**config.mk**
```make
export PLATFORM = sky130hd
export DESIGN_NAME = pef_power_flags
export DESIGN_NICKNAME = d
export VERILOG_FILES = /design/src/include/pef_pkg.sv /design/src/logic/pef_cal_gen.sv /design/src/logic/pef_power_flags.sv
export SDC_FILE = /design/constraint.sdc
export NUM_CORES = 1
export LEC_CHECK = 0
export BUFFER_PORTS_ARGS = -buffer_cell sky130_fd_sc_hd__buf_4
export CAP_MARGIN = 20
export CORE_MARGIN = 2
export CORE_UTILIZATION = 47
export DETAILED_ROUTE_END_ITERATION = 6
export PLACE_DENSITY = 0.67
export SLEW_MARGIN = 5
export SYNTH_ARGS = -nofsm -noshare
export SYNTH_HDL_FRONTEND = slang
export SYNTH_HIERARCHICAL = 1
export SYNTH_SLANG_ARGS = --single-unit
export TNS_END_PERCENT = 1
```
**constraint.sdc**
```tcl
create_clock -name clock -period 3.5 [get_ports clock]
set_input_delay 0.175 -clock clock [delete_from_list [all_inputs] [get_ports clock]]
set_output_delay 0.175 -clock clock [all_outputs]
set_load 0.02 [all_outputs]
```
**src/include/pef_pkg.sv**
```systemverilog
// Package for the power event flag and interrupt pin configuration block.
// Assumes a single 20 MHz system clock and an 8-bit special-function register bus.
package pef_pkg;

    // Register byte addresses on the special-function register bus
    localparam logic [7:0] PEF_ADDR_FLAGS    = 8'hF8;
    localparam logic [7:0] PEF_ADDR_ENABLES  = 8'hEC;
    localparam logic [7:0] PEF_ADDR_KEY      = 8'hC1;
    localparam logic [7:0] PEF_ADDR_PINCFG   = 8'hFF;

    // Bit addresses of the flag register start at its byte address
    localparam logic [4:0] PEF_BIT_BASE      = 5'h1F;

    // Unlock value of the write key register
    localparam logic [7:0] PEF_KEY_UNLOCK    = 8'hEA;

    // Values after reset
    localparam logic [7:0] PEF_RST_FLAGS     = 8'h00;
    localparam logic [7:0] PEF_RST_ENABLES   = 8'h00;
    localparam logic [7:0] PEF_RST_KEY       = 8'h00;
    localparam logic [7:0] PEF_RST_PINCFG    = 8'h00;

    // Implemented bits; reserved bits read as zero
    localparam logic [7:0] PEF_MASK_FLAGS    = 8'hEF;
    localparam logic [7:0] PEF_MASK_ENABLES  = 8'hAF;
    localparam logic [7:0] PEF_MASK_PINCFG   = 8'hEF;

    // Field positions in the pin configuration register
    localparam int PEF_CAL_EN_BIT            = 7;
    localparam int PEF_CAL_FREQ_SELECT_LSB              = 5;
    localparam int PEF_EXTERNAL_INTERRUPT_ONE_LSB              = 1;
    localparam int PEF_EXTERNAL_INTERRUPT_ZERO_BIT              = 0;

    // Field positions in the flag register
    localparam int PEF_F_RESTORED            = 7;
    localparam int PEF_F_SUMMARY             = 6;
    localparam int PEF_F_SAG                 = 5;
    localparam int PEF_F_DC_ADC              = 3;
    localparam int PEF_F_BATTERY             = 2;
    localparam int PEF_F_SWITCHOVER          = 1;
    localparam int PEF_F_DC_LOW              = 0;

    // Positions in the synchronised input vector
    localparam int PEF_IN_ON_BATTERY         = 0;
    localparam int PEF_IN_SAG                = 1;
    localparam int PEF_IN_DC_CHANGE          = 2;
    localparam int PEF_IN_DC_READY           = 3;
    localparam int PEF_IN_BAT_LOW            = 4;
    localparam int PEF_IN_BAT_READY          = 5;
    localparam int PEF_IN_DC_LOW             = 6;
    localparam int PEF_IN_EXTERNAL_INTERRUPT_ZERO               = 7;
    localparam int PEF_IN_EXTERNAL_INTERRUPT_ONE               = 8;
    localparam int PEF_IN_COUNT              = 9;

    // Calibration output frequencies and half periods in clock cycles
    localparam int PEF_CLK_HZ                = 20000000;
    localparam int PEF_CAL_F0_HZ             = 1;
    localparam int PEF_CAL_F1_HZ             = 512;
    localparam int PEF_CAL_F2_HZ             = 500;
    localparam int PEF_CAL_F3_HZ             = 16000;
    localparam int PEF_CAL_HALF0             = PEF_CLK_HZ / (2 * PEF_CAL_F0_HZ);
    localparam int PEF_CAL_HALF1             = PEF_CLK_HZ / (2 * PEF_CAL_F1_HZ);
    localparam int PEF_CAL_HALF2             = PEF_CLK_HZ / (2 * PEF_CAL_F2_HZ);
    localparam int PEF_CAL_HALF3             = PEF_CLK_HZ / (2 * PEF_CAL_F3_HZ);
    localparam int PEF_CAL_CNT_W             = 24;

    // Calibration frequency selections
    typedef enum logic [1:0] {
        PEF_CAL_1HZ   = 2'b00,
        PEF_CAL_512HZ = 2'b01,
        PEF_CAL_500HZ = 2'b10,
        PEF_CAL_16KHZ = 2'b11
    } pef_cal_sel_t;

endpackage : pef_pkg

```
**src/logic/pef_cal_gen.sv**
```systemverilog
// Calibration square-wave generator for the shared calibration output pin.
// Assumes enable and select come from flip-flops on the same clock.
`timescale 1ns/10ps
`default_nettype none
module pef_cal_gen #(
    parameter int HALF0 = pef_pkg::PEF_CAL_HALF0,
    parameter int HALF1 = pef_pkg::PEF_CAL_HALF1,
    parameter int HALF2 = pef_pkg::PEF_CAL_HALF2,
    parameter int HALF3 = pef_pkg::PEF_CAL_HALF3
) (
    input  wire logic                 clock,
    input  wire logic                 reset,
    input  wire logic                 enable,
    input  wire pef_pkg::pef_cal_sel_t sel,
    output var  logic                 wave
);
    import pef_pkg::*;

    typedef struct packed {
        logic [PEF_CAL_CNT_W-1:0] cnt;
        logic                     wave;
    } pef_gen_state_t;

    pef_gen_state_t st_ff;
    pef_gen_state_t nxt_st;
    logic [PEF_CAL_CNT_W-1:0] half_last;

    // Last count of a half period for the chosen frequency
    always_comb begin
        case (sel)
            PEF_CAL_1HZ:   half_last = PEF_CAL_CNT_W'(HALF0 - 1);
            PEF_CAL_512HZ: half_last = PEF_CAL_CNT_W'(HALF1 - 1);
            PEF_CAL_500HZ: half_last = PEF_CAL_CNT_W'(HALF2 - 1);
            PEF_CAL_16KHZ: half_last = PEF_CAL_CNT_W'(HALF3 - 1);
            default:       half_last = PEF_CAL_CNT_W'(HALF0 - 1);
        endcase
    end

    // Count half periods; held low and cleared while disabled
    always_comb begin
        nxt_st = st_ff;
        if (!enable) begin
            nxt_st.cnt  = '0;
            nxt_st.wave = 1'b0;
        end else if (st_ff.cnt >= half_last) begin
            nxt_st.cnt  = '0;
            nxt_st.wave = !st_ff.wave;
        end else begin
            nxt_st.cnt = st_ff.cnt + PEF_CAL_CNT_W'(1);
        end
    end

    always_ff @(posedge clock or posedge reset) begin
        if (reset) begin
            st_ff <= '0;
        end else begin
            st_ff <= nxt_st;
        end
    end

    assign wave = st_ff.wave;

endmodule : pef_cal_gen
`default_nettype wire

```
**src/logic/pef_power_flags.sv**
```systemverilog
// Power event flags, their enables, the write key and the interrupt pin configuration.
// Assumes the core drives the register bus on this clock; event and pin inputs are asynchronous.
// Overview of operation
// - Calibration enable drives selected frequency onto pin
// - Two-bit select picks calibration output frequency
// - Three-bit field picks external interrupt one function
// - Bit zero enables external interrupt zero
// - Pin configuration writable only after key unlock
// - Flag seven set when supply returns from battery
// - Summary flag set by any enabled event
// - Flag five set on line voltage sag
// - Flag three set on DC change or ready
// - Flag two set on battery low or ready
// - Flag one set on switch to battery
// - Flag zero set when DC input falls low
// - Enable register gates events into summary flag
`timescale 1ns/10ps
`default_nettype none
module pef_power_flags #(
    parameter int CAL_HALF0 = pef_pkg::PEF_CAL_HALF0,
    parameter int CAL_HALF1 = pef_pkg::PEF_CAL_HALF1,
    parameter int CAL_HALF2 = pef_pkg::PEF_CAL_HALF2,
    parameter int CAL_HALF3 = pef_pkg::PEF_CAL_HALF3
) (
    input  wire logic       clock,
    input  wire logic       reset,
    input  wire logic [7:0] sfr_addr,
    input  wire logic       sfr_wr,
    input  wire logic [7:0] sfr_wdata,
    input  wire logic       sfr_rd,
    output var  logic [7:0] sfr_rdata,
    input  wire logic       bit_wr,
    input  wire logic [7:0] bit_addr,
    input  wire logic       bit_wdata,
    input  wire logic       supply_on_battery,
    input  wire logic       sag_detect,
    input  wire logic       dc_input_change,
    input  wire logic       dc_input_ready,
    input  wire logic       battery_low,
    input  wire logic       battery_ready,
    input  wire logic       dc_input_low,
    input  wire logic       external_interrupt_zero,
    input  wire logic       external_interrupt_one,
    output var  logic       cal_pin_out,
    output var  logic       cal_pin_oe,
    output var  logic       ext_irq_zero_req,
    output var  logic       ext_irq_one_req,
    output var  logic       ext_irq_one_gpio,
    output var  logic       battery_control_function,
    output var  logic       power_summary_irq
);
    import pef_pkg::*;

    typedef struct packed {
        logic [PEF_IN_COUNT-1:0] sync1;
        logic [PEF_IN_COUNT-1:0] sync2;
        logic [PEF_IN_COUNT-1:0] prev;
        logic [7:0]              flags;
        logic [7:0]              enables;
        logic [7:0]              key;
        logic [7:0]              pincfg;
        logic [7:0]              rdata;
        logic                    irq0;
        logic                    irq1;
    } pef_state_t;

    pef_state_t              st_ff;
    pef_state_t              nxt_st;
    logic [PEF_IN_COUNT-1:0] raw_in;
    logic [PEF_IN_COUNT-1:0] rise;
    logic [PEF_IN_COUNT-1:0] fall;
    logic [7:0]              ev;
    logic                    sum_set;
    logic                    wr_flags;
    logic                    wr_pincfg;
    logic                    unlocked;
    logic                    bit_hit;

    // Gather asynchronous inputs for the two-stage synchroniser
    assign raw_in = {external_interrupt_one, external_interrupt_zero, dc_input_low, battery_ready,
                     battery_low, dc_input_ready, dc_input_change, sag_detect, supply_on_battery};

    // Edges seen on the second synchroniser stage only
    assign rise = st_ff.sync2 & ~st_ff.prev;
    assign fall = ~st_ff.sync2 & st_ff.prev;

    // Event pulses in flag positions
    always_comb begin
        ev                   = 8'h00;
        ev[PEF_F_RESTORED]   = fall[PEF_IN_ON_BATTERY];
        ev[PEF_F_SAG]        = rise[PEF_IN_SAG];
        ev[PEF_F_DC_ADC]     = rise[PEF_IN_DC_CHANGE] | rise[PEF_IN_DC_READY];
        ev[PEF_F_BATTERY]    = rise[PEF_IN_BAT_LOW] | rise[PEF_IN_BAT_READY];
        ev[PEF_F_SWITCHOVER] = rise[PEF_IN_ON_BATTERY];
        ev[PEF_F_DC_LOW]     = rise[PEF_IN_DC_LOW];
    end

    // Summary flag only for events whose enable is set
    assign sum_set   = |(ev & st_ff.enables);

    // Bus decode
    assign wr_flags  = sfr_wr && (sfr_addr == PEF_ADDR_FLAGS);
    assign wr_pincfg = sfr_wr && (sfr_addr == PEF_ADDR_PINCFG);
    assign unlocked  = (st_ff.key == PEF_KEY_UNLOCK);
    assign bit_hit   = bit_wr && (bit_addr[7:3] == PEF_BIT_BASE);

    // Next state of every register
    always_comb begin
        nxt_st       = st_ff;
        nxt_st.sync1 = raw_in;
        nxt_st.sync2 = st_ff.sync1;
        nxt_st.prev  = st_ff.sync2;
        // Software writes first, hardware sets override them
        if (wr_flags) begin
            nxt_st.flags = sfr_wdata;
        end
        if (bit_hit) begin
            nxt_st.flags[bit_addr[2:0]] = bit_wdata;
        end
        nxt_st.flags = (nxt_st.flags | ev) & PEF_MASK_FLAGS;
        if (sum_set) begin
            nxt_st.flags[PEF_F_SUMMARY] = 1'b1;
        end
        if (sfr_wr && (sfr_addr == PEF_ADDR_ENABLES)) begin
            nxt_st.enables = sfr_wdata & PEF_MASK_ENABLES;
        end
        if (sfr_wr && (sfr_addr == PEF_ADDR_KEY)) begin
            nxt_st.key = sfr_wdata;
        end
        if (wr_pincfg && unlocked) begin
            nxt_st.pincfg = sfr_wdata & PEF_MASK_PINCFG;
            nxt_st.key    = PEF_RST_KEY;
        end
        // Read data captured on the read strobe
        if (sfr_rd) begin
            case (sfr_addr)
                PEF_ADDR_FLAGS:   nxt_st.rdata = st_ff.flags;
                PEF_ADDR_ENABLES: nxt_st.rdata = st_ff.enables;
                PEF_ADDR_KEY:     nxt_st.rdata = st_ff.key;
                PEF_ADDR_PINCFG:  nxt_st.rdata = st_ff.pincfg;
                default:          nxt_st.rdata = 8'h00;
            endcase
        end
        // External interrupt gating
        nxt_st.irq0 = st_ff.sync2[PEF_IN_EXTERNAL_INTERRUPT_ZERO] & st_ff.pincfg[PEF_EXTERNAL_INTERRUPT_ZERO_BIT];
        nxt_st.irq1 = st_ff.sync2[PEF_IN_EXTERNAL_INTERRUPT_ONE] & (st_ff.pincfg[PEF_EXTERNAL_INTERRUPT_ONE_LSB+2 -: 2] == 2'b11);
    end

    // State register
    always_ff @(posedge clock or posedge reset) begin
        if (reset) begin
            st_ff         <= '0;
            st_ff.flags   <= PEF_RST_FLAGS;
            st_ff.enables <= PEF_RST_ENABLES;
            st_ff.key     <= PEF_RST_KEY;
            st_ff.pincfg  <= PEF_RST_PINCFG;
        end else begin
            st_ff <= nxt_st;
        end
    end

    // Calibration frequency generator
    pef_cal_gen #(
        .HALF0 (CAL_HALF0),
        .HALF1 (CAL_HALF1),
        .HALF2 (CAL_HALF2),
        .HALF3 (CAL_HALF3)
    ) u_cal (
        .clock  (clock),
        .reset  (reset),
        .enable (st_ff.pincfg[PEF_CAL_EN_BIT]),
        .sel    (pef_cal_sel_t'(st_ff.pincfg[PEF_CAL_FREQ_SELECT_LSB+1 -: 2])),
        .wave   (cal_pin_out)
    );

    // Outputs
    assign sfr_rdata                = st_ff.rdata;
    assign cal_pin_oe               = st_ff.pincfg[PEF_CAL_EN_BIT];
    assign ext_irq_zero_req         = st_ff.irq0;
    assign ext_irq_one_req          = st_ff.irq1;
    assign ext_irq_one_gpio         = (st_ff.pincfg[PEF_EXTERNAL_INTERRUPT_ONE_LSB+1 -: 2] == 2'b00);
    assign battery_control_function = (st_ff.pincfg[PEF_EXTERNAL_INTERRUPT_ONE_LSB+1 -: 2] == 2'b01);
    assign power_summary_irq        = st_ff.flags[PEF_F_SUMMARY];

    // Checks
    localparam int CAL_FAST_MAX = 626;
endmodule : pef_power_flags
`default_nettype wire

```
==> results of run 1 <==
## worst min path at each step
stage                                  to  cells past startpoint    startpoint
after floorplan           u_cal/st_ff[10]                      1         reset
after global placement         nxt_st[57]                      1  dc_input_low
after detailed placement       nxt_st[52]                      1    sag_detect
after CTS                       st_ff[22]                      2  sfr_wdata[4]
after global routing            st_ff[22]                      2  sfr_wdata[4]
final                           st_ff[22]                      2  sfr_wdata[4]
## final cells by class
class,instances,area [µm²]
multi-input cells,281,2000
well taps,129,161
fillers,793,4030
clock inverters,7,66.3
repair buffers,64,505
inverters,39,146
flip-flops and latches,88,2200
clock buffers,9,124
## flip-flops by register name, summed over array words and instances, names as in the netlist
signal             flops
power_summary_irq      1
sfr_rdata              8
st_ff                 33
ext_irq_zero_req       1
ext_irq_one_req        1
nxt_st                18
u_cal/wave             1
cal_pin_oe             1
u_cal/st_ff           24
## metal layers
layer	wire, µm	track usage, %	share of wire [%]	vias up
met4	116	6.86	1.2	0
met2	4450	29.5	47	82
met1	4480	28.3	47	1663
li1	-	-	-	1622
met3	408	3.17	4.3	9
met5	0	0	0	-
## cell families (layout without fill, tap and decap cells)
logic type               after synthesis  in the layout
AO/OA/AOI/OAI                         56             56
XOR/XNOR                              26             26
flip-flops                            88             88
AND/OR/NAND/NOR                      159            159
multiplexers                          21             21
buffers and inverters                 61            119
adder cells (fa/ha/maj)               19             19
## synth_stat cells (6+ instances only)
cell type                   number
sky130_fd_sc_hd__buf_4           8
sky130_fd_sc_hd__xor2_1         18
sky130_fd_sc_hd__a21oi_1        13
sky130_fd_sc_hd__mux2_1          6
sky130_fd_sc_hd__ha_1           19
sky130_fd_sc_hd__inv_1          39
sky130_fd_sc_hd__a2111oi_0       8
sky130_fd_sc_hd__dfrtp_1        88
sky130_fd_sc_hd__and3_1         12
sky130_fd_sc_hd__nand3_1        19
sky130_fd_sc_hd__clkbuf_1        7
sky130_fd_sc_hd__nor2_1         42
sky130_fd_sc_hd__o22ai_1        11
sky130_fd_sc_hd__mux2_2          7
sky130_fd_sc_hd__nand2_1        15
sky130_fd_sc_hd__nor3_1         23
sky130_fd_sc_hd__nand4_1        13
sky130_fd_sc_hd__xnor2_1         8
## power by group
group	switching [mW]	total, mW	internal, mW
registers	0.0142	1.05	1.04
clock network	0.404	0.683	0.279
logic	0.0626	0.117	0.0540
==> impl_metrics.py, run 1 <==
metrics = {
    "critical_path": {
        "timing.rr.end": "u_cal/wave",
        "cp.depth": 10,
        "rr_worst_depth": 10,
        "regToRegSetupSlack_ns": 0.30,
        "timing.critical_path.arrival_ns": 3.45,
        "critical_path.max_fanout": 25,
        "worst_path_largest_cell_delay_ns": 0.85,
        "crit_family": "compound AO/OA/AOI/OAI gates",
        "setup.worst_path.start_class": "flip-flop",
        "timing_worst_setup_path_type": "flip-flop to flip-flop",
        "worst_r2r_startpoint": "st_ff[15]",
        "worstPathCellList": "inv_1 -> ha_1 -> inv_1 -> ha_1 -> and3_1 -> a221oi_1 -> a311oi_1 -> a211oi_2 -> o31ai_4 -> mux2_4",
        "cp-end-kind": "flip-flop",
        "worstSetupEndpoint": "u_cal/wave",
        "cp_slowest_cell": "sky130_fd_sc_hd__o31ai_4",
        "critical_path.startpoint": "st_ff[15]",
        "cp.buffers_inverters": 2,
        "timing.critical_path.required_ns": 3.75,
    },
    "logic_synthesis": {
        "post_synth_main_area_contributors": "sky130_fd_sc_hd__dfrtp_1 49%, sky130_fd_sc_hd__ha_1 5.3%, sky130_fd_sc_hd__nor2_1 3.5%",
        "yosys_register_bits": 88,
        "most_common_flop_cell_mapped_by_yosys": "sky130_fd_sc_hd__dfrtp_1",
        "synth_compound_area_share_pct": 9.43,
        "fraction_of_synthesis_flops_using_an_asynchronous_set_or_reset_pin_pct": 100,
        "seq_area_frac_synth_pct": 49.1,
        "synth_cells": 430,
        "ys_types": 56,
        "post_synthesis_adder_cell_area_fraction_pct": 5.30,
        "combinational_family_with_the_most_area_after_synthesis": "simple AND/OR/NAND/NOR gates",
        "post-synth-top-area-cell": "sky130_fd_sc_hd__dfrtp_1",
        "synth_area_um2": 4480,
        "ys.warnings.count": 6,
        "muxShareOfSynthArea_pct": 5.50,
        "post-synth-top-area-fraction_pct": 49.1,
        "synth-xor-area-share_pct": 5.08,
        "syn-mean-instance-area_um2": 10.4,
        "post_synth_and_or_nand_nor_area_fraction_pct": 19.3,
        "synth_edf_count": 0,
        "synth_nets": 488,
    },
    "sta": {
        "layout_worst_path_cycle_share_pct": 91.4,
        "setup_violations": 0,
        "timing.slew.headroom_pct": 30.0,
        "timing.final.ws_setup_ns": 0.300,
        "timing.fmax_mhz": 313,
        "report.final.hold_viol_count": 0,
        "min_period_ns": 3.20,
        "fin_worst_hold_slack_ns": 0.0512,
        "worst_slew_pin_slew_ns": 1.05,
        "slew_violations": 0,
        "grt_setup_unrepaired": "no",
        "setup-tns-final_ns": 0,
        "final.setup_skew_ns": 0.00816,
    },
    "power": {
        "power_leakage_nw": 2.32,
        "total_power_mw": 1.85,
        "power.density_nw_per_um2": 356,
        "irDropWorstVdd_mv": 0.261,
    },
    "routing": {
        "routed_wl_um": 9460,
        "viasPerCell": 5.47,
        "antenna_left": 0,
        "drc": 0,
        "vias": 3376,
        "initial_drt_markers": 245,
        "firstDrtPassIters": 4,
        "routed_wire_length_per_instance_um": 15.3,
    },
    "clocking": {
        "clock_sinks": 88,
        "clock_tree.buffer_depth": 2,
        "post_cts_hold_buffer_count": 10,
        "clock-root-buffer": "sky130_fd_sc_hd__clkbuf_8",
        "cts-buffers-inserted": 9,
        "cts.reportedPaths.clkPinSlew_ns": 0.09,
        "clk-insertion-delay-late_ns": 0.36,
        "h_tree_levels": 3,
        "tritoncts": "yes",
        "postCtsSetupRepairBufs": 0,
        "post_cts_resize_count": 0,
    },
    "cells_and_area": {
        "layoutNonFillerInstCount": 617,
        "finalInstanceArea_um2": 5210,
        "final_util_pct": 56.3,
        "layout_commonest_cell": "sky130_fd_sc_hd__dfrtp_1",
        "layout-drive-gt1-share_pct": 19.1,
        "syn_to_final_growth_pct": 16.1,
        "antenna-diode-count": 0,
        "numnets_final": 541,
        "most_frequent_cells_in_the_layout": "88 x sky130_fd_sc_hd__dfrtp_1, 54 x sky130_fd_sc_hd__buf_4, 42 x sky130_fd_sc_hd__nor2_1",
    },
    "grt": {
        "wire_length_of_the_first_global_routing_pass_um": 15500,
        "number_of_global_route_vias_before_repair": 3204,
        "overflow_after_grt": 0,
        "grt_util_all_layers_pct": 19.4,
        "maximum_number_of_pins_on_one_net_before_global_route_repair": 38,
        "antenna_found_initial": 0,
    },
    "floorplanning": {
        "die-area_um2": 10300,
        "initial_utilization_pct": 48.5,
        "die_height_um": 102,
        "io_pins": 54,
        "core_area_um2": 9240,
        "fp-row-count": 35,
        "fp.dieW_um": 102,
    },
    "min_path": {
        "min_path_type": "input pin to flip-flop",
    },
    "place": {
        "post-place-cells": 591,
        "place_hpwl_um": 6970,
        "finalWeightedCongestion": 0.848,
        "placement.setup.worst_slack_ns": 0.294,
        "placed_area_um2": 4920,
        "placement.io_buffers": 53,
    },
    "outcome": {
        "status": "complete, no violations",
    },
    "flow_run": {
        "max_cap_viol_count": 0,
    },
}
No activity file was read; power rests on OpenSTA's default activity.
==> run 2, diff against run 1 <==
--- a/config.mk
+++ b/config.mk
@@ -9,6 +9,7 @@
 export CAP_MARGIN = 20
 export CORE_MARGIN = 2
 export CORE_UTILIZATION = 47
+export CTS_BUF_LIST = sky130_fd_sc_hd__clkbuf_16
 export DETAILED_ROUTE_END_ITERATION = 6
 export PLACE_DENSITY = 0.67
 export SLEW_MARGIN = 5
==> run 2 against run 1 <==
Total power up 14%. Global-route usage up 0.43 points. Worst setup slack worse by 0.025 ns. Count of clock-buffer cells in the layout unchanged. Via count up 1.5%. Non-clock buffer count unchanged. Cell area up 1.9%. Sequential share of layout area down 0.81 points. First-iteration DRC count up 7.3%. Hold slack better by 0.023 ns. Critical path type unchanged. Combinational power about the same. Highest routed layer unchanged.
==> impl_metrics.py, run 2 (synthesis gave the netlist of run 1 again) <==
metrics = {
    "flow_run": {
        "max_cap_viol_count": 0,
    },
    "cells_and_area": {
        "syn_to_final_growth_pct": 18.4,
        "antenna-diode-count": 0,
        "layout-drive-gt1-share_pct": 19.1,
        "sequential_cell_area_um2": 2200,
        "top_register": "st_ff",
        "multi_input_area_um2": 2000,
        "largest_reg_flops": 33,
        "finalInstanceArea_um2": 5310,
        "most_frequent_cells_in_the_layout": "88 x sky130_fd_sc_hd__dfrtp_1, 54 x sky130_fd_sc_hd__buf_4, 42 x sky130_fd_sc_hd__nor2_1",
        "fillers": 780,
        "numnets_final": 541,
        "layoutNonFillerInstCount": 617,
        "layout_commonest_cell": "sky130_fd_sc_hd__dfrtp_1",
    },
    "power": {
        "netSwitchingFraction_pct": 24.5,
        "clockPowerShare_pct": 44.6,
        "combinationalPowerShare_pct": 5.5,
        "p_int_mw": 1.60,
        "power.density_nw_per_um2": 399,
        "power_leakage_nw": 2.36,
        "irDropWorstVdd_mv": 0.294,
        "p_sw_uw": 519,
        "p_seq_share_pct": 49.8,
    },
    "floorplanning": {
        "core_area_um2": 9240,
        "io_pins": 54,
        "die_height_um": 102,
        "fp.dieW_um": 102,
        "initial_utilization_pct": 48.5,
        "die-area_um2": 10300,
        "fp-row-count": 35,
    },
    "routing": {
        "vias": 3426,
        "viasPerCell": 5.55,
        "initial_drt_markers": 263,
        "antenna_left": 0,
        "routed_wire_length_per_instance_um": 15.7,
        "drc": 0,
        "firstDrtPassIters": 5,
        "routed_wl_um": 9720,
    },
    "grt": {
        "wire_length_of_the_first_global_routing_pass_um": 15800,
        "overflow_after_grt": 0,
        "antenna_found_initial": 0,
        "grt_util_all_layers_pct": 19.8,
        "number_of_global_route_vias_before_repair": 3278,
        "maximum_number_of_pins_on_one_net_before_global_route_repair": 38,
    },
    "clocking": {
        "post_cts_hold_buffer_count": 10,
        "tritoncts": "yes",
        "clk-insertion-delay-late_ns": 0.34,
        "post_cts_resize_count": 0,
        "cts-buffers-inserted": 9,
        "h_tree_levels": 3,
        "cts.reportedPaths.clkPinSlew_ns": 0.06,
        "clock_tree.buffer_depth": 2,
        "postCtsSetupRepairBufs": 0,
        "clock-root-buffer": "sky130_fd_sc_hd__clkbuf_16",
        "clock_sinks": 88,
    },
    "min_path": {
        "min_path_type": "input pin to flip-flop",
    },
    "sta": {
        "timing.slew.headroom_pct": 32.3,
        "setup_violations": 0,
        "min_period_ns": 3.22,
        "setup-tns-final_ns": 0,
        "timing.final.ws_setup_ns": 0.275,
        "worst_slew_pin_slew_ns": 1.02,
        "slew_violations": 0,
        "fin_worst_hold_slack_ns": 0.0743,
        "final.setup_skew_ns": 0.00786,
        "report.final.hold_viol_count": 0,
        "layout_worst_path_cycle_share_pct": 92.1,
        "timing.fmax_mhz": 310,
        "grt_setup_unrepaired": "no",
    },
    "place": {
        "post-place-cells": 591,
        "placed_area_um2": 4920,
        "placement.setup.worst_slack_ns": 0.294,
        "placement.io_buffers": 53,
        "place_hpwl_um": 6970,
        "finalWeightedCongestion": 0.848,
    },
    "critical_path": {
        "worst_path_largest_cell_delay_ns": 0.82,
        "cp-end-kind": "flip-flop",
        "worstSetupEndpoint": "u_cal/wave",
        "critical_path.max_fanout": 25,
        "timing.critical_path.arrival_ns": 3.45,
        "critical_path.startpoint": "st_ff[15]",
        "worst_r2r_startpoint": "st_ff[15]",
        "timing.rr.end": "u_cal/wave",
        "rr_worst_depth": 10,
        "worstPathCellList": "inv_1 -> ha_1 -> inv_1 -> ha_1 -> and3_1 -> a221oi_1 -> a311oi_1 -> a211oi_2 -> o31ai_4 -> mux2_4",
        "setup.worst_path.start_class": "flip-flop",
        "timing_worst_setup_path_type": "flip-flop to flip-flop",
        "cp_slowest_cell": "sky130_fd_sc_hd__o31ai_4",
        "timing.critical_path.required_ns": 3.72,
        "regToRegSetupSlack_ns": 0.28,
    },
    "outcome": {
        "status": "complete, no violations",
    },
}
==> run 2: cell counts in the layout (fill, tap and decap cells not counted) <==
Identical to the previous run, type by type.
==> run 2: routing by layer <==
layer	up-vias	wire [µm]	GRT usage (%)
li1	1621	-	-
met1	1696	4580	28.6
met2	98	4530	30.0
met3	11	462	4.28
met4	0	141	6.55
met5	-	0	0
==> run 2: per-stage QoR <==
step                      util [%]  power [mW]
after global routing          57.4        2.19
after global placement        53.2        1.18
final                         57.4        2.12
after floorplan                  -        1.12
after CTS                     57.4        2.14
after detailed placement      53.2        1.18
==> run 2: worst min path at each step <==
stage	startpoint	slack, ns	endpoint	depth (start not counted)
after floorplan	reset	0.20	u_cal/st_ff[10]	1
after global routing	sfr_wdata[4]	0.06	st_ff[22]	2
final	sfr_wdata[4]	0.07	st_ff[22]	2
after CTS	sfr_wdata[4]	0.07	st_ff[22]	2
after detailed placement	sag_detect	0.29	nxt_st[52]	1
after global placement	dc_input_low	0.28	nxt_st[57]	1
==> run 2: power groups by stage <==
stage	sequential (mW)	combinational (mW)	clock [mW]
3_5_place_dp	1.07	0.108	0
3_3_place_gp	1.07	0.107	0
5_1_grt	1.06	0.131	1.01
6_report	1.05	0.117	0.944
4_1_cts	1.05	0.118	0.963
2_1_floorplan	1.07	0.0497	0
==> run 2: layout make-up <==
type                            count  share of cell area (%)
Clock buffer                        9                    4.24
Clock inverter                      7                    1.25
Inverter                           39                    2.76
Multi-Input combinational cell    281                    37.7
Sequential cell                    88                    41.5
Tap cell                          129                    3.04
Timing Repair Buffer               64                    9.52
==> run 2: worst max-delay path: cells and delay by family, from the launching register on <==
family	cells	cell delay, ns
mux	1	0.36
buf+inv	2	0.21
fa+ha+maj	2	0.63
compound gates	4	1.23
simple gates	1	0.18
flops	1	0.49
==> run 3, diff against run 2 <==
--- a/config.mk
+++ b/config.mk
@@ -5,13 +5,15 @@
 export SDC_FILE = /design/constraint.sdc
 export NUM_CORES = 1
 export LEC_CHECK = 0
+export ABC_AREA = 1
 export BUFFER_PORTS_ARGS = -buffer_cell sky130_fd_sc_hd__buf_4
 export CAP_MARGIN = 20
 export CORE_MARGIN = 2
 export CORE_UTILIZATION = 47
 export CTS_BUF_LIST = sky130_fd_sc_hd__clkbuf_16
 export DETAILED_ROUTE_END_ITERATION = 6
-export PLACE_DENSITY = 0.67
+export PLACE_DENSITY = 0.69
+export SKIP_LAST_GASP = 1
 export SLEW_MARGIN = 5
 export SYNTH_ARGS = -nofsm -noshare
 export SYNTH_HDL_FRONTEND = slang
==> constraint.sdc (replaced) <==
create_clock -name clock -period 2.8 [get_ports clock]
set_input_delay 0.14 -clock clock [delete_from_list [all_inputs] [get_ports clock]]
set_output_delay 0.14 -clock clock [all_outputs]
set_load 0.02 [all_outputs]
==> run 3 against run 2 <==
Clock power increased by 28%. Register-to-register slack improved by 0.08 ns. Synthesized cell count rose by 33%. Total power increased by 28%. Count of clock-buffer cells in the layout unchanged. Cell area up 6.5%. Via count grew 13%. Critical endpoint unchanged. Largest cell class unchanged.
==> impl_metrics.py, run 3 <==
metrics = {
    "outcome": {
        "status": "complete, no violations",
    },
    "cells_and_area": {
        "sequential_cell_area_um2": 2200,
        "top_register": "st_ff",
        "most_frequent_cells_in_the_layout": "146 x sky130_fd_sc_hd__nand2_1, 88 x sky130_fd_sc_hd__dfrtp_1, 66 x sky130_fd_sc_hd__inv_1",
        "numnets_final": 692,
        "layout_commonest_cell": "sky130_fd_sc_hd__nand2_1",
        "largest_reg_flops": 33,
        "antenna-diode-count": 0,
        "syn_to_final_growth_pct": 18.2,
        "final_util_pct": 57.5,
        "layout-drive-gt1-share_pct": 17.7,
        "fillers": 873,
        "multi_input_area_um2": 2160,
    },
    "critical_path": {
        "worst_path_most_repeated_cell": "sky130_fd_sc_hd__nand2_1",
        "timing_worst_setup_path_type": "flip-flop to flip-flop",
        "rr_worst_depth": 12,
        "cp_slowest_cell": "sky130_fd_sc_hd__dfrtp_1",
        "timing.rr.end": "u_cal/wave",
        "cp.depth": 12,
        "timing.critical_path.required_ns": 3.07,
        "worstPathCellList": "inv_1 -> ha_1 -> inv_1 -> ha_1 -> o21ai_0 -> a21oi_1 -> nand2_1 -> nor3_1 -> nand2_1 -> nand2_4 -> nand2_1 -> nand2_1",
        "worst_r2r_startpoint": "st_ff[15]",
        "worstSetupEndpoint": "u_cal/wave",
        "setup.worst_path.start_class": "flip-flop",
        "critical_path.startpoint": "st_ff[15]",
        "worst_path_largest_cell_delay_ns": 0.51,
        "timing.critical_path.arrival_ns": 2.72,
        "cp.buffers_inverters": 2,
        "regToRegSetupSlack_ns": 0.36,
        "crit_family": "simple AND/OR/NAND/NOR gates",
        "critical_path.max_fanout": 23,
        "cp-end-kind": "flip-flop",
    },
    "logic_synthesis": {
        "seq_area_frac_synth_pct": 46.0,
        "synth_nets": 632,
        "post-synth-top-area-cell": "sky130_fd_sc_hd__dfrtp_1",
        "ys.warnings.count": 6,
        "synth_cells": 574,
        "syn-mean-instance-area_um2": 8.33,
        "fraction_of_synthesis_flops_using_an_asynchronous_set_or_reset_pin_pct": 100,
        "post_synth_main_area_contributors": "sky130_fd_sc_hd__dfrtp_1 46%, sky130_fd_sc_hd__nand2_1 11%, sky130_fd_sc_hd__nand3_1 5.8%",
        "most_frequent_cells_after_synthesis": "146 x sky130_fd_sc_hd__nand2_1, 88 x sky130_fd_sc_hd__dfrtp_1, 67 x sky130_fd_sc_hd__inv_1",
        "yosys_register_bits": 88,
        "synth_most_common_cell": "sky130_fd_sc_hd__nand2_1",
        "most_common_flop_cell_mapped_by_yosys": "sky130_fd_sc_hd__dfrtp_1",
        "synth_edf_count": 0,
        "post-synth-top-area-fraction_pct": 46.0,
        "ys_types": 38,
        "synth_area_um2": 4780,
    },
    "clocking": {
        "tritoncts": "yes",
        "clock_sinks": 88,
        "cts-buffers-inserted": 9,
        "clock_tree.buffer_depth": 2,
        "clock-root-buffer": "sky130_fd_sc_hd__clkbuf_16",
        "h_tree_levels": 3,
        "post_cts_resize_count": 0,
        "clk-insertion-delay-late_ns": 0.34,
        "cts.reportedPaths.clkPinSlew_ns": 0.07,
    },
    "place": {
        "place_hpwl_um": 7470,
        "finalWeightedCongestion": 0.931,
        "placement.io_buffers": 53,
    },
    "grt": {
        "grt_util_all_layers_pct": 19.7,
        "met2_grt_util_pct": 31.0,
        "wire_length_of_the_first_global_routing_pass_um": 17400,
        "antenna_found_initial": 0,
        "grt_busiest_layer": "met2",
        "global_route.usage.met1_pct": 26.9,
        "number_of_global_route_vias_before_repair": 3831,
        "overflow_after_grt": 0,
        "met3_usage_pct": 4.37,
        "maximum_number_of_pins_on_one_net_before_global_route_repair": 41,
    },
    "sta": {
        "slew_violations": 0,
        "setup-tns-final_ns": 0,
        "grt_setup_unrepaired": "no",
        "final.setup_skew_ns": 0.00698,
        "report.final.hold_viol_count": 0,
        "layout_worst_path_cycle_share_pct": 87.3,
        "timing.slew.headroom_pct": 43.9,
        "worst_slew_pin_slew_ns": 0.840,
        "timing.fmax_mhz": 409,
        "min_period_ns": 2.44,
        "setup_violations": 0,
    },
    "routing": {
        "viasPerCell": 5.01,
        "firstDrtPassIters": 5,
        "vias": 3871,
        "antenna_left": 0,
        "routed_wl_um": 10100,
        "routed_wire_length_per_instance_um": 13.1,
        "drc": 0,
        "initial_drt_markers": 209,
    },
    "power": {
        "p_int_mw": 2.08,
        "p_sw_uw": 630,
        "combinationalPowerShare_pct": 6.4,
        "irDropWorstVdd_mv": 0.336,
        "p_seq_share_pct": 48.8,
        "power_leakage_nw": 2.86,
        "power.density_nw_per_um2": 479,
        "clockPowerShare_pct": 44.8,
        "netSwitchingFraction_pct": 23.3,
    },
    "floorplanning": {
        "fp.dieW_um": 105,
        "io_pins": 54,
        "core_area_um2": 9820,
        "die-area_um2": 11000,
        "initial_utilization_pct": 48.7,
        "fp-row-count": 36,
        "die_height_um": 105,
    },
    "flow_run": {
        "max_cap_viol_count": 0,
    },
    "min_path": {
        "min_path_type": "input pin to flip-flop",
    },
}
-- run 3: area by class of cell --
class | count | area share (%)
clock buffer | 9 | 3.99
clock inverter | 7 | 1.40
inverter | 72 | 4.78
multi-input combinational | 397 | 38.3
sequential | 88 | 39.0
tap | 133 | 2.95
timing repair buffer | 66 | 9.61
-- run 3: cell families (layout without fill, tap and decap cells) --
| logic type | after synthesis | in the layout | synth area share [%] |
|---|---|---|---|
| adder cells (fa/ha/maj) | 19 | 19 | 4.97 |
| AND/OR/NAND/NOR | 316 | 316 | 31.4 |
| buffers and inverters | 89 | 154 | 8.69 |
| XOR/XNOR | 19 | 19 | 3.48 |
| AO/OA/AOI/OAI | 43 | 43 | 5.39 |
| flip-flops | 88 | 88 | 46.0 |
-- run 3: through the flow --
step	hold WS (ns)	setup slack [ns]	instance area [µm²]	power [mW]	cells
floorplan	0.167	0.734	4780	1.42	574
global placement	0.249	0.568	5210	1.50	744
detailed placement	0.250	0.406	5210	1.50	744
CTS	0.00509	0.332	5610	2.73	770
global route	0.0425	0.0695	5650	2.81	772
finish	0.0427	0.356	5650	2.71	772
-- run 3: worst min-delay path by stage --
| stage | cells after the start | from | slack (ns) | endpoint |
|---|---|---|---|---|
| global placement | 1 | battery_ready | 0.25 | nxt_st[56] |
| CTS | 2 | reset | 0.005 | cal_pin_oe |
| finish | 3 | sfr_wdata[6] | 0.04 | st_ff[24] |
| global route | 3 | sfr_wdata[0] | 0.04 | st_ff[26] |
| detailed placement | 1 | sag_detect | 0.25 | nxt_st[52] |
| floorplan | 1 | reset | 0.17 | u_cal/st_ff[10] |
-- run 3: layer usage --
layer | share of wire [%] | vias up | wire length (µm)
met5 | 0 | - | 0
li1 | - | 1954 | -
met4 | 1.6 | 0 | 162
met1 | 47 | 1821 | 4750
met2 | 47 | 80 | 4770
met3 | 4.0 | 16 | 406
-- run 3: worst register-to-register path, stage by stage (launching register included) --
cell and delay [ns]:
sky130_fd_sc_hd__dfrtp_1 0.51, sky130_fd_sc_hd__inv_1 0.13, sky130_fd_sc_hd__ha_1 0.32, sky130_fd_sc_hd__inv_1 0.06, sky130_fd_sc_hd__ha_1 0.28, sky130_fd_sc_hd__o21ai_0 0.07, sky130_fd_sc_hd__a21oi_1 0.18, sky130_fd_sc_hd__nand2_1 0.08
sky130_fd_sc_hd__nor3_1 0.14, sky130_fd_sc_hd__nand2_1 0.18, sky130_fd_sc_hd__nand2_4 0.26, sky130_fd_sc_hd__nand2_1 0.10, sky130_fd_sc_hd__nand2_1 0.07
-- run 3: power groups by stage --
| stage | Combinational [mW] | Clock, mW | Sequential, mW |
|---|---|---|---|
| 2_1_floorplan | 0.0849 | 0 | 1.34 |
| 4_1_cts | 0.170 | 1.24 | 1.32 |
| 5_1_grt | 0.197 | 1.29 | 1.33 |
| 6_report | 0.173 | 1.21 | 1.32 |
| 3_3_place_gp | 0.154 | 0 | 1.34 |
| 3_5_place_dp | 0.158 | 0 | 1.35 |
-- run 3: timing repair --
| action | CTS | global route |
|---|---|---|
| setup buffers | 0 | 0 |
| hold buffers | 10 | 1 |
| endpoints found under the hold margin | 10 | 25 |
